--- config.mk ---
export PLATFORM = sky130hd
export DESIGN_NAME = apsh_ctrl
export DESIGN_NICKNAME = d
export VERILOG_FILES = /design/src/logic/apsh_sync.v /design/src/logic/apsh_ctrl.v
export VERILOG_INCLUDE_DIRS = /design/src /design/src/logic
export SDC_FILE = /design/constraint.sdc
export NUM_CORES = 1
export LEC_CHECK = 0
export BUFFER_PORTS_ARGS = -buffer_cell sky130_fd_sc_hd__buf_2
export CORE_ASPECT_RATIO = 0.75
export CORE_MARGIN = 2
export CORE_UTILIZATION = 50
export CTS_CLUSTER_DIAMETER = 80
export CTS_CLUSTER_SIZE = 14
export DETAILED_ROUTE_END_ITERATION = 10
export GPL_ROUTABILITY_DRIVEN = 0
export PLACE_DENSITY = 0.83
export SLEW_MARGIN = 20
export SYNTH_ARGS = -nofsm -noshare
export SYNTH_HDL_FRONTEND = slang
export SYNTH_HIERARCHICAL = 1
export SYNTH_SLANG_ARGS = --single-unit
--- constraint.sdc ---
create_clock -name mclk -period 2.2 [get_ports mclk]
set_clock_uncertainty 0.15 [all_clocks]
set_input_delay 0.11 -clock mclk [delete_from_list [all_inputs] [get_ports mclk]]
set_output_delay 0.11 -clock mclk [all_outputs]
set_load 0.005 [all_outputs]
--- src/logic/apsh_map.vh ---
// register layout and timing constants for the converter control block
`ifndef APSH_MAP_VH
`define APSH_MAP_VH
`define APSH_BIT_LATCH    0
`define APSH_BIT_TRIM     1
`define APSH_BIT_HOLD     2
`define APSH_BIT_SLEEP    3
`define APSH_BIT_PFAIL    5
`define APSH_BIT_TRIMERR  6
`define APSH_BIT_BUSY     7
`define APSH_AUX_RESET    8'h28
`define APSH_CLK_MHZ      40
`define APSH_SEQ_CYCLES   13'h1211
`define APSH_CONV_CYCLES  13'h0011
`define APSH_TRIM_CYCLES  (`APSH_SEQ_CYCLES - `APSH_CONV_CYCLES)
`define APSH_ACQ_NS       2500
`define APSH_ACQ_CYCLES   ((`APSH_ACQ_NS * `APSH_CLK_MHZ + 999) / 1000)
`endif

--- src/logic/apsh_sync.v ---
// two-flop synchroniser for one level
`default_nettype none
module apsh_sync (
  input  wire mclk,
  input  wire sys_rst,
  input  wire d,
  output reg  q
);
  reg s1;
  always @(posedge mclk or posedge sys_rst) begin
    if (sys_rst) begin
      s1 <= 1'b0;
      q  <= 1'b0;
    end else begin
      s1 <= d;
      q  <= s1;
    end
  end
endmodule
`default_nettype wire

--- src/logic/apsh_ctrl.v ---
// sleep and sample/hold control of the multiplexed converter
// Summary of operation
// - storing one to the sleep bit enters sleep and the bit reads one while asleep.
// - in sleep the analog parts stop but result and aux access still work.
// - storing zero to the sleep bit, a calibrate pin low outside hold mode or a trim start bit ends sleep.
// - after a supply dip the aux register resets, calibration starts and sleep is set.
// - a store pulse while asleep runs one conversion and then returns to sleep.
// - storing trim start and sleep together calibrates, converts, sleeps in 4625 cycles.
// - after that sequence a valid result stays in the output registers.
// - leaving sleep or a single sleep conversion adds no cycles to conversion timing.
// - in hold mode a rising sample pin edge holds the input and starts conversion 2 to 3 cycles later.
// - in hold mode a store does not convert but latches the channel from the select pins.
// - a store to the aux register while idle starts a conversion, or calibration first if trim is set, at the store rising edge.
// - the aux register is selected with aux select and upper byte select both high.
`default_nettype none
`include "apsh_map.vh"
module apsh_ctrl (
  input  wire        mclk,
  input  wire        sys_rst,
  input  wire        supply_fail,
  input  wire        chip_sel_n,
  input  wire        fetch_n,
  input  wire        store_n,
  input  wire        aux_reg_select,
  input  wire        upper_byte_select,
  input  wire        channel_sel_lsb,
  input  wire        channel_sel_msb,
  input  wire        cal_sample_n,
  input  wire [7:0]  data_in,
  input  wire [11:0] sar_result,
  output reg  [7:0]  data_out,
  output reg         data_oe,
  output reg         busy_n,
  output reg         sleep_active,
  output reg         analog_en,
  output reg         hold_en,
  output reg  [1:0]  channel,
  output reg  [11:0] result
);
  localparam ST_IDLE = 2'h0;
  localparam ST_TRIM = 2'h1;
  localparam ST_CONV = 2'h2;

  reg  [1:0]  state;
  reg  [12:0] cnt;
  reg  [7:0]  aux;
  reg         once;
  reg         trim_err;
  reg         st_d;
  reg         cs_d;
  reg         pf_d;
  reg  [1:0]  ch_hold;
  reg  [7:0]  wr_data;
  reg         wr_aux_sel;
  reg         wr_upper;
  reg  [1:0]  wr_chan;
  wire        st_s;
  wire        cal_low_s;
  wire        pf_s;
  wire        aux_sel = aux_reg_select & upper_byte_select;
  // ===========================================================
  // input synchronisers
  // sync before edges
  apsh_sync u_st (.mclk(mclk), .sys_rst(sys_rst), .d(~(store_n | chip_sel_n)), .q(st_s));
  apsh_sync u_cs (.mclk(mclk), .sys_rst(sys_rst), .d(~cal_sample_n), .q(cal_low_s));
  apsh_sync u_pf (.mclk(mclk), .sys_rst(sys_rst), .d(supply_fail), .q(pf_s));
  // pin idles high: sync its low level so reset matches idle, no false edge
  wire cs_s       = ~cal_low_s;
  // ===========================================================
  // store capture
  // store fields held
  always @(posedge mclk or posedge sys_rst) begin
    if (sys_rst) begin
      wr_data    <= 8'h00;
      wr_aux_sel <= 1'b0;
      wr_upper   <= 1'b0;
      wr_chan    <= 2'h0;
    end else if (~chip_sel_n & ~store_n) begin
      wr_data    <= data_in;
      wr_aux_sel <= aux_reg_select;
      wr_upper   <= upper_byte_select;
      wr_chan    <= {channel_sel_msb, channel_sel_lsb};
    end
  end

  wire store_rise = st_d & ~st_s;
  wire pin_rise   = cs_s & ~cs_d;
  wire pin_fall   = cs_d & ~cs_s;
  wire pf_rec     = pf_d & ~pf_s;
  wire hold_mode  = aux[`APSH_BIT_HOLD];
  wire aux_store  = store_rise & wr_aux_sel & wr_upper;
  wire idle       = (state == ST_IDLE);
  // ===========================================================
  // sequencer and aux register
  always @(posedge mclk or posedge sys_rst) begin
    if (sys_rst) begin
      st_d     <= 1'b0;
      cs_d     <= 1'b1;
      pf_d     <= 1'b0;
      state    <= ST_TRIM;
      cnt      <= `APSH_TRIM_CYCLES;
      aux      <= `APSH_AUX_RESET;
      once     <= 1'b0;
      trim_err <= 1'b0;
      channel  <= 2'h0;
      ch_hold  <= 2'h0;
      result   <= 12'h000;
      hold_en  <= 1'b0;
    end else begin
      st_d <= st_s;
      cs_d <= cs_s;
      pf_d <= pf_s;
      if (store_rise & ~wr_aux_sel)
        ch_hold <= wr_chan;
      if (pf_rec) begin
        aux   <= `APSH_AUX_RESET;
        state <= ST_TRIM;
        cnt   <= `APSH_TRIM_CYCLES;
        once  <= 1'b0;
      end else begin
        case (state)
          ST_IDLE: begin
            if (aux_store) begin
              aux <= {3'h0, wr_data[`APSH_BIT_PFAIL] & aux[`APSH_BIT_PFAIL], 1'b0,
                      wr_data[`APSH_BIT_HOLD:`APSH_BIT_LATCH]};
              if (wr_data[`APSH_BIT_TRIM]) begin
                state <= ST_TRIM;
                cnt   <= `APSH_TRIM_CYCLES;
                once  <= wr_data[`APSH_BIT_SLEEP];
                aux[`APSH_BIT_SLEEP] <= 1'b0;
              end else begin
                aux[`APSH_BIT_SLEEP] <= wr_data[`APSH_BIT_SLEEP];
                state <= ST_CONV;
                cnt   <= `APSH_CONV_CYCLES;
                once  <= wr_data[`APSH_BIT_SLEEP];
              end
            end else if (!hold_mode & (pin_fall | ~cs_s)) begin
              aux[`APSH_BIT_SLEEP] <= 1'b0;
              state <= ST_TRIM;
              cnt   <= `APSH_TRIM_CYCLES;
              once  <= 1'b0;
            end else if (hold_mode & pin_rise) begin
              hold_en <= 1'b1;
              channel <= ch_hold;
              state   <= ST_CONV;
              cnt     <= `APSH_CONV_CYCLES;
              once    <= aux[`APSH_BIT_SLEEP];
              aux[`APSH_BIT_SLEEP] <= 1'b0;
            end else if (store_rise & ~wr_aux_sel & ~hold_mode) begin
              channel <= wr_chan;
              state   <= ST_CONV;
              cnt     <= `APSH_CONV_CYCLES;
              once    <= aux[`APSH_BIT_SLEEP];
              aux[`APSH_BIT_SLEEP] <= 1'b0;
            end
          end
          ST_TRIM: begin
            trim_err <= 1'b0;
            if (cnt == 13'h0001) begin
              state <= ST_CONV;
              cnt   <= `APSH_CONV_CYCLES;
            end else begin
              cnt <= cnt - 13'h0001;
            end
          end
          ST_CONV: begin
            if (cnt == 13'h0001) begin
              result  <= sar_result;
              hold_en <= 1'b0;
              state   <= ST_IDLE;
              if (once)
                aux[`APSH_BIT_SLEEP] <= 1'b1;
              once <= 1'b0;
            end else begin
              cnt <= cnt - 13'h0001;
            end
          end
          default: state <= ST_IDLE;
        endcase
      end
      if (pf_s)
        aux[`APSH_BIT_PFAIL] <= 1'b1;
    end
  end
  // ===========================================================
  // registered outputs
  always @(posedge mclk or posedge sys_rst) begin
    if (sys_rst) begin
      data_out     <= 8'h00;
      data_oe      <= 1'b0;
      busy_n       <= 1'b0;
      sleep_active <= 1'b0;
      analog_en    <= 1'b0;
    end else begin
      data_oe  <= ~chip_sel_n & ~fetch_n & store_n;
      if (aux_sel)
        data_out <= {~idle, trim_err, aux[`APSH_BIT_PFAIL], 1'b0, aux[`APSH_BIT_SLEEP],
                     state == ST_TRIM, aux[`APSH_BIT_HOLD], aux[`APSH_BIT_LATCH]};
      else if (upper_byte_select)
        data_out <= {4'h0, result[11:8]};
      else
        data_out <= result[7:0];
      busy_n       <= idle;
      sleep_active <= aux[`APSH_BIT_SLEEP] & idle;
      analog_en    <= ~(aux[`APSH_BIT_SLEEP] & idle);
    end
  end
endmodule
`default_nettype wire

== Yosys cells after proc, flatten, opt, wreduce, memory -nomap -nowiden ==
Index checks and enable logic that the tools add are counted.
Widths: inputs -> output; s select.

* Register bits: 69
* Bits of input ports: 31
* Logic and storage cells: 141
* Output and inout bits: 27

* Equality and inequality tests: 12
* Bitwise operators: 34
* Muxes and demuxes: 47
* Reduce and logical (&&, ||, !) cells: 19
* Add/sub/neg operators: 1

{| class="wikitable"
|+ Operator list
! cell !! count
|-
| $mux 13 || 8
|-
| $pmux 13 s3 || 1
|-
| $mux 2 || 12
|-
| $mux 1 || 17
|-
| $and 1x1->1 || 16
|-
| $mux 8 || 2
|-
| $not 1->1 || 16
|-
| $eq 13x1->1 const B || 1
|-
| $sub 13x1->13 const B || 1
|-
| $ne 3x3->1 const B || 4
|-
| $reduce_and 3->1 || 4
|-
| $reduce_bool 3->1 || 3
|-
| $reduce_bool 2->1 || 4
|-
| $mux 3 || 2
|-
| $mux 6 || 1
|-
| $ne 2x2->1 const B || 3
|-
| $ne 6x3->1 const B || 1
|-
| $pmux 1 s2 || 3
|-
| $pmux 2 s3 || 1
|-
| $reduce_and 6->1 || 1
|-
| $reduce_and 5->1 || 1
|-
| $reduce_and 2->1 || 2
|-
| $reduce_and 4->1 || 1
|-
| $reduce_bool 4->1 || 1
|-
| other kinds (6) || 7
|}

== Logic depth before layout (Yosys ltp) ==
* Depth after elaboration: 11
* Gate-level depth with buffers: 10
* Depth with buffers taken out: 7

== Cells and area by module ==
Netlist, hierarchy kept.

{| class="wikitable"
|+ Modules (own cells, without submodules)
! module !! area each (µm²) !! cells an instance !! times used !! seq. area each (µm²)
|-
| apsh_ctrl || 2917.8 || 272 || 1 || 1508.9
|-
| apsh_sync || 53.8 || 3 || 3 || 50.0
|}

== Worst setup path after synthesis ==
Ideal clock, no wire load.

* Path type: flip-flop to flip-flop
* Start point: register state[0]
* End point: register cnt[6]
* Arrival time: 2.230 ns
* Slack: -0.291 ns
* Path buffers: 2
* Clock period less this slack: 2.491 ns
* Stages on the path, launching flop included: 9
* Setup time: 0.110 ns
* Data required time: 1.940 ns
* Cells stage by stage: dfstp_2 > inv_1 > ha_1 > inv_1 > or3_1 > buf_1 > or3_1 > buf_2 > o41ai_1

* Cells in the longest elaborated chain, start to end: 3
* Elaborated cells between the ends (all ways): 9
* Those cells by class: 4 x eq/ne; 2 x mux; 3 x reduce/logical

{| class="wikitable"
|+ Ends and longest elaborated chain
! what !! line !! RTL
|-
| from (decl) || apsh_ctrl.v:44 || <nowiki>reg [1:0] state;</nowiki>
|-
| from (signal assigned) || apsh_ctrl.v:100 || <nowiki>state <= ST_TRIM;</nowiki>
|-
| from (signal assigned) || apsh_ctrl.v:117 || <nowiki>state <= ST_TRIM;</nowiki>
|-
| from (signal assigned) || apsh_ctrl.v:127 || <nowiki>state <= ST_TRIM;</nowiki>
|-
| $eq 2x2->1, or another cell as far along || apsh_ctrl.v:121 || <nowiki>case (state)</nowiki>
|-
| $ne 3x3->1 (no source line), or another cell as far along || - ||
|-
| $reduce_and 3->1 (no source line) / $mux 13 (equally long branches) || - ||
|-
| to (signal assigned) || apsh_ctrl.v:118 || <nowiki>cnt <= `APSH_TRIM_CYCLES;</nowiki>
|-
| to (signal assigned) || apsh_ctrl.v:128 || <nowiki>cnt <= `APSH_TRIM_CYCLES;</nowiki>
|-
| to (signal assigned) || apsh_ctrl.v:134 || <nowiki>cnt <= `APSH_CONV_CYCLES;</nowiki>
|-
| to (decl) || apsh_ctrl.v:45 || <nowiki>reg [12:0] cnt;</nowiki>
|}

Several ways; a longest one is shown, not always the timed one.
A chain may end at the register's enable or synchronous reset.

== Final worst setup path ==
* Start point: register state[0]
* End point: register cnt[9]

Same word-level chain as after synthesis.

==> summary.md <==
| Metric | Value |
|---|---|
| Fin nets | ~450 |
| Fillers | 322 |
| Drt wl/cell | between 20 and 25 um |
| Max-slew headroom | a little over half |
| Sequential fraction of the synthesis area | 53.88% |
| Footprint of the multi-input gates | 1614 um^2 |
| Worst-skew pair later-pin latency | around 350 ps |
| IO Count | between 50 and 60 |
| CTS root buf | clkbuf_8 |
| Final wirelength | 10010 um |
| DIE AREA | between 6000 and 7000 um^2 |
| Synth top area share | between 40% and 50% |
| Initial Utilization | approximately 52% |
| Synth top cells by count | 60 x dfrtp_1, 24 x mux2_2, 21 x nand2_1 |
| Post-Syn Area | 3079 um^2 |
| Violated checks | negative setup slack |
| Post-Syn Nets | between 300 and 400 |
| Deepest clock path buffer count | 2 |
| Hold_ws | about 53 ps |
| Final Cycle Share | 111.0% |
| DRC viols | 0 |
| Cell Chain, Critical Path | inv_2, buf_4, ha_2, buf_4, o41ai_1, a21oi_1, nor3_1, o32ai_1 |
| Hpwl dp | about 5800 um |
| Final core utilization | about 79% |
| CP max stage cell | o41ai_1 |
| Cell taking the most area after synthesis | dfrtp_1 |
| Crit path required time | approximately 2300 ps |
| Number of synthesized flops with an enable pin | 0 |
| Synth cell types | 50 |
| Die width | around 95 um |
| Final Hold Fails | 0 |
| PnR Total Power | roughly 6.4 mW |
| Pleak | between 2 and 2.5 nW |
| Pwr per Cell Area | around 1400 nW/um^2 |
| Max Clk Rate | between 400 and 500 MHz |
| DR vias/cell | between 6 and 7 |
| CTS tree | yes |
| Outcome | complete, but fails checks |
| Post-synth top flop | dfrtp_1 |
| Post-synthesis cell count | approximately 280 |
| GRT Overall Usage | 28.35% |
| FF/Latch Area | around 1700 um^2 |
| Depth of the CTS H-tree | 3 |
| Max rail drop VDD | between 700 and 800 uV |
| Via count | ~3000 |
| Max-cap viol count | 0 |
| Vias in the first global route | roughly 3000 |
| Pin count of the biggest net entering global routing | 29 |
| Setup_tns | -1240 ps |
| Crit-path max FO | 6 |
| Min cycle time layout | about 2400 ps |
| Fin cells | ~500 |
| CP max stage delay | around 590 ps |
| Standard-cell rows | 24 |
| Critical Path AT | roughly 2600 ps |
| Antenna violations before repair | 0 |
| Cell family contributing the most delay on the critical path | compound AO/OA/AOI/OAI gates |
| Port bufs | 53 |
| Iteration-0 DRC Markers | 333 |
| RSZ-0062 raised after global routing | yes |
| Core area | roughly 5900 um^2 |
| Most used cell, CP | buf_4 |
| Congestion Overflow GR | 0 |
| Average size of a mapped cell | between 10 and 15 um^2 |
| CP Launch Type | register |
| Diodes inserted | 0 |
| Layout Area Growth over Synthesis | 51.00% |
| Clk slew on worst S/H paths | roughly 70 ps |
| Placed Cells incl. Taps | roughly 440 |
| CP Buf/Inv Count | 3 |
| Synth top area cells | dfrtp_1 49%, mux2_2 8.8%, dfstp_2 5.1% |
| CTS Buf Count | 9 |
| Synth async-reset ratio | 100.0% |
| WS Path Type | register to register |
| Layout cell share with drive strength beyond 1 | approximately half |
| Register bit count reported by yosys | between 60 and 70 |
| # setup viols final | 23 |
| Final setup margin | -242.6 ps |
| Post-DRT Antenna Nets | 0 |
| Ys Warns | 6 |
| Die span in y | 71.96 um |
| CP Capture Type | register |
| Measured slew at the worst slew-check pin | just over 700 ps |
| Final Max Tran Viols | 0 |
| Global-route wire length before repair | around 14000 um |
| Clock Sinks | 66 |
| Drt first pass iters | 5 |
| Cell with the most instances after synthesis | dfrtp_1 |
| Worst hold path class | primary input to asynchronous set/reset pin |
cells by family (layout without fill, tap and decap cells):
logic type,Yosys count,count (layout),share of synthesized area [%]
and+or+nand+nor,92,92,16.70
buffers and inverters,32,171,4.348
muxes,29,29,10.40
AOI/OAI and AO/OA,57,57,12.64
DFF,66,66,53.88
adders and majority gates,5,5,2.032
cell usage in the layout (no fill, tap or decap), types with 3 or more instances in the layout:
| master | netlist | routed |
|---|---|---|
| o31ai_2 | 0 | 5 |
| inv_2 | 0 | 5 |
| nor2_2 | 0 | 4 |
| buf_6 | 1 | 5 |
| nand2_1 | 21 | 20 |
| or4_4 | 1 | 3 |
| nor2_1 | 17 | 13 |
| dlygate4sd3_1 | 0 | 27 |
| buf_2 | 5 | 53 |
| o21ai_0 | 8 | 7 |
| or4b_4 | 0 | 3 |
| nor3_4 | 0 | 5 |
| o31ai_1 | 10 | 5 |
| nor2b_1 | 5 | 5 |
| nor3_1 | 14 | 8 |
| nand3_1 | 6 | 5 |
| dfrtp_1 | 60 | 60 |
| o41ai_2 | 0 | 4 |
| clkbuf_8 | 0 | 10 |
| buf_4 | 0 | 50 |
| inv_1 | 19 | 14 |
| mux2_4 | 0 | 12 |
| or3_1 | 5 | 3 |
| nor4_4 | 1 | 3 |
| mux2i_1 | 5 | 5 |
| o22ai_1 | 3 | 3 |
| dfstp_2 | 6 | 6 |
| mux2_2 | 24 | 12 |
| a21oi_1 | 14 | 12 |
| nand2b_1 | 3 | 3 |
worst reg2reg max path, cell delays in order, from the launching register on:
cell     delay (ps)
dfstp_2         540
inv_2            50
buf_4           120
ha_2            200
buf_4           170
o41ai_1         590
a21oi_1         150
nor3_1          260
o32ai_1         140
metrics by stage:
stage	setup slack, ps	area, um^2
after global placement	-52.51	3770
after detailed placement	-138.1	3770
after CTS	-89.91	4413
after global routing	-223.3	4649
final	-242.6	4649
after floorplan	-115.0	3153
path summary, 6_finish.rpt:
kind	from	to	slack, ps	cells past startpoint
max reg2reg	state[0]	cnt[9]	-240	8
min in group mclk	u_pf/s1	u_pf/q	200	0
max	state[0]	cnt[9]	-240	8
min	sys_rst	u_cs/s1	50	3
max in group asynchronous	sys_rst	result[7]	920	4
min reg2reg	u_pf/s1	u_pf/q	200	0
layer usage:
metal,vias up,GRT usage [%],part of all wire (%)
li1,1291,-,-
met1,1475,34.08,39
met2,216,47.75,49
met3,37,9.242,9.4
met4,0,10.79,2.6
met5,-,1.515,0
cell type report:
class                      count  area share, %
inverter                      19          1.534
clock buffer                  11          3.041
timing repair buffer         136          21.23
clock inverter                 5          1.695
sequential                    66          35.68
tap                           78          2.099
multi-input combinational    183          34.71
power by group:
group	leakage (nW)	total [mW]	switching (mW)	internal, mW
sequential	0.822	1.91	0.295	1.61
combinational	1.25	3.37	1.76	1.61
clock	0.113	1.13	0.466	0.667
total	2.19	6.42	2.52	3.90
sequential cells by signal (all words and copies together), names as in the netlist, 2 cells and up:
| register | count |
|---|---|
| ch_hold | 2 |
| state | 2 |
| data_out | 8 |
| wr_chan | 2 |
| wr_data | 4 |
| result | 12 |
| channel | 2 |
| aux | 4 |
| cnt | 13 |
repair_timing:
| action | CTS | global route |
|---|---|---|
| hold endpoints to repair | 57 | 0 |
| pin swaps | 8 | 17 |
| buffers inserted | 6 | 7 |
| hold buffers | 27 | 0 |
| endpoints found under the setup margin | 27 | 27 |
| gates resized for setup | 25 | 41 |
Note: power is estimated with default switching activity, not from simulation.
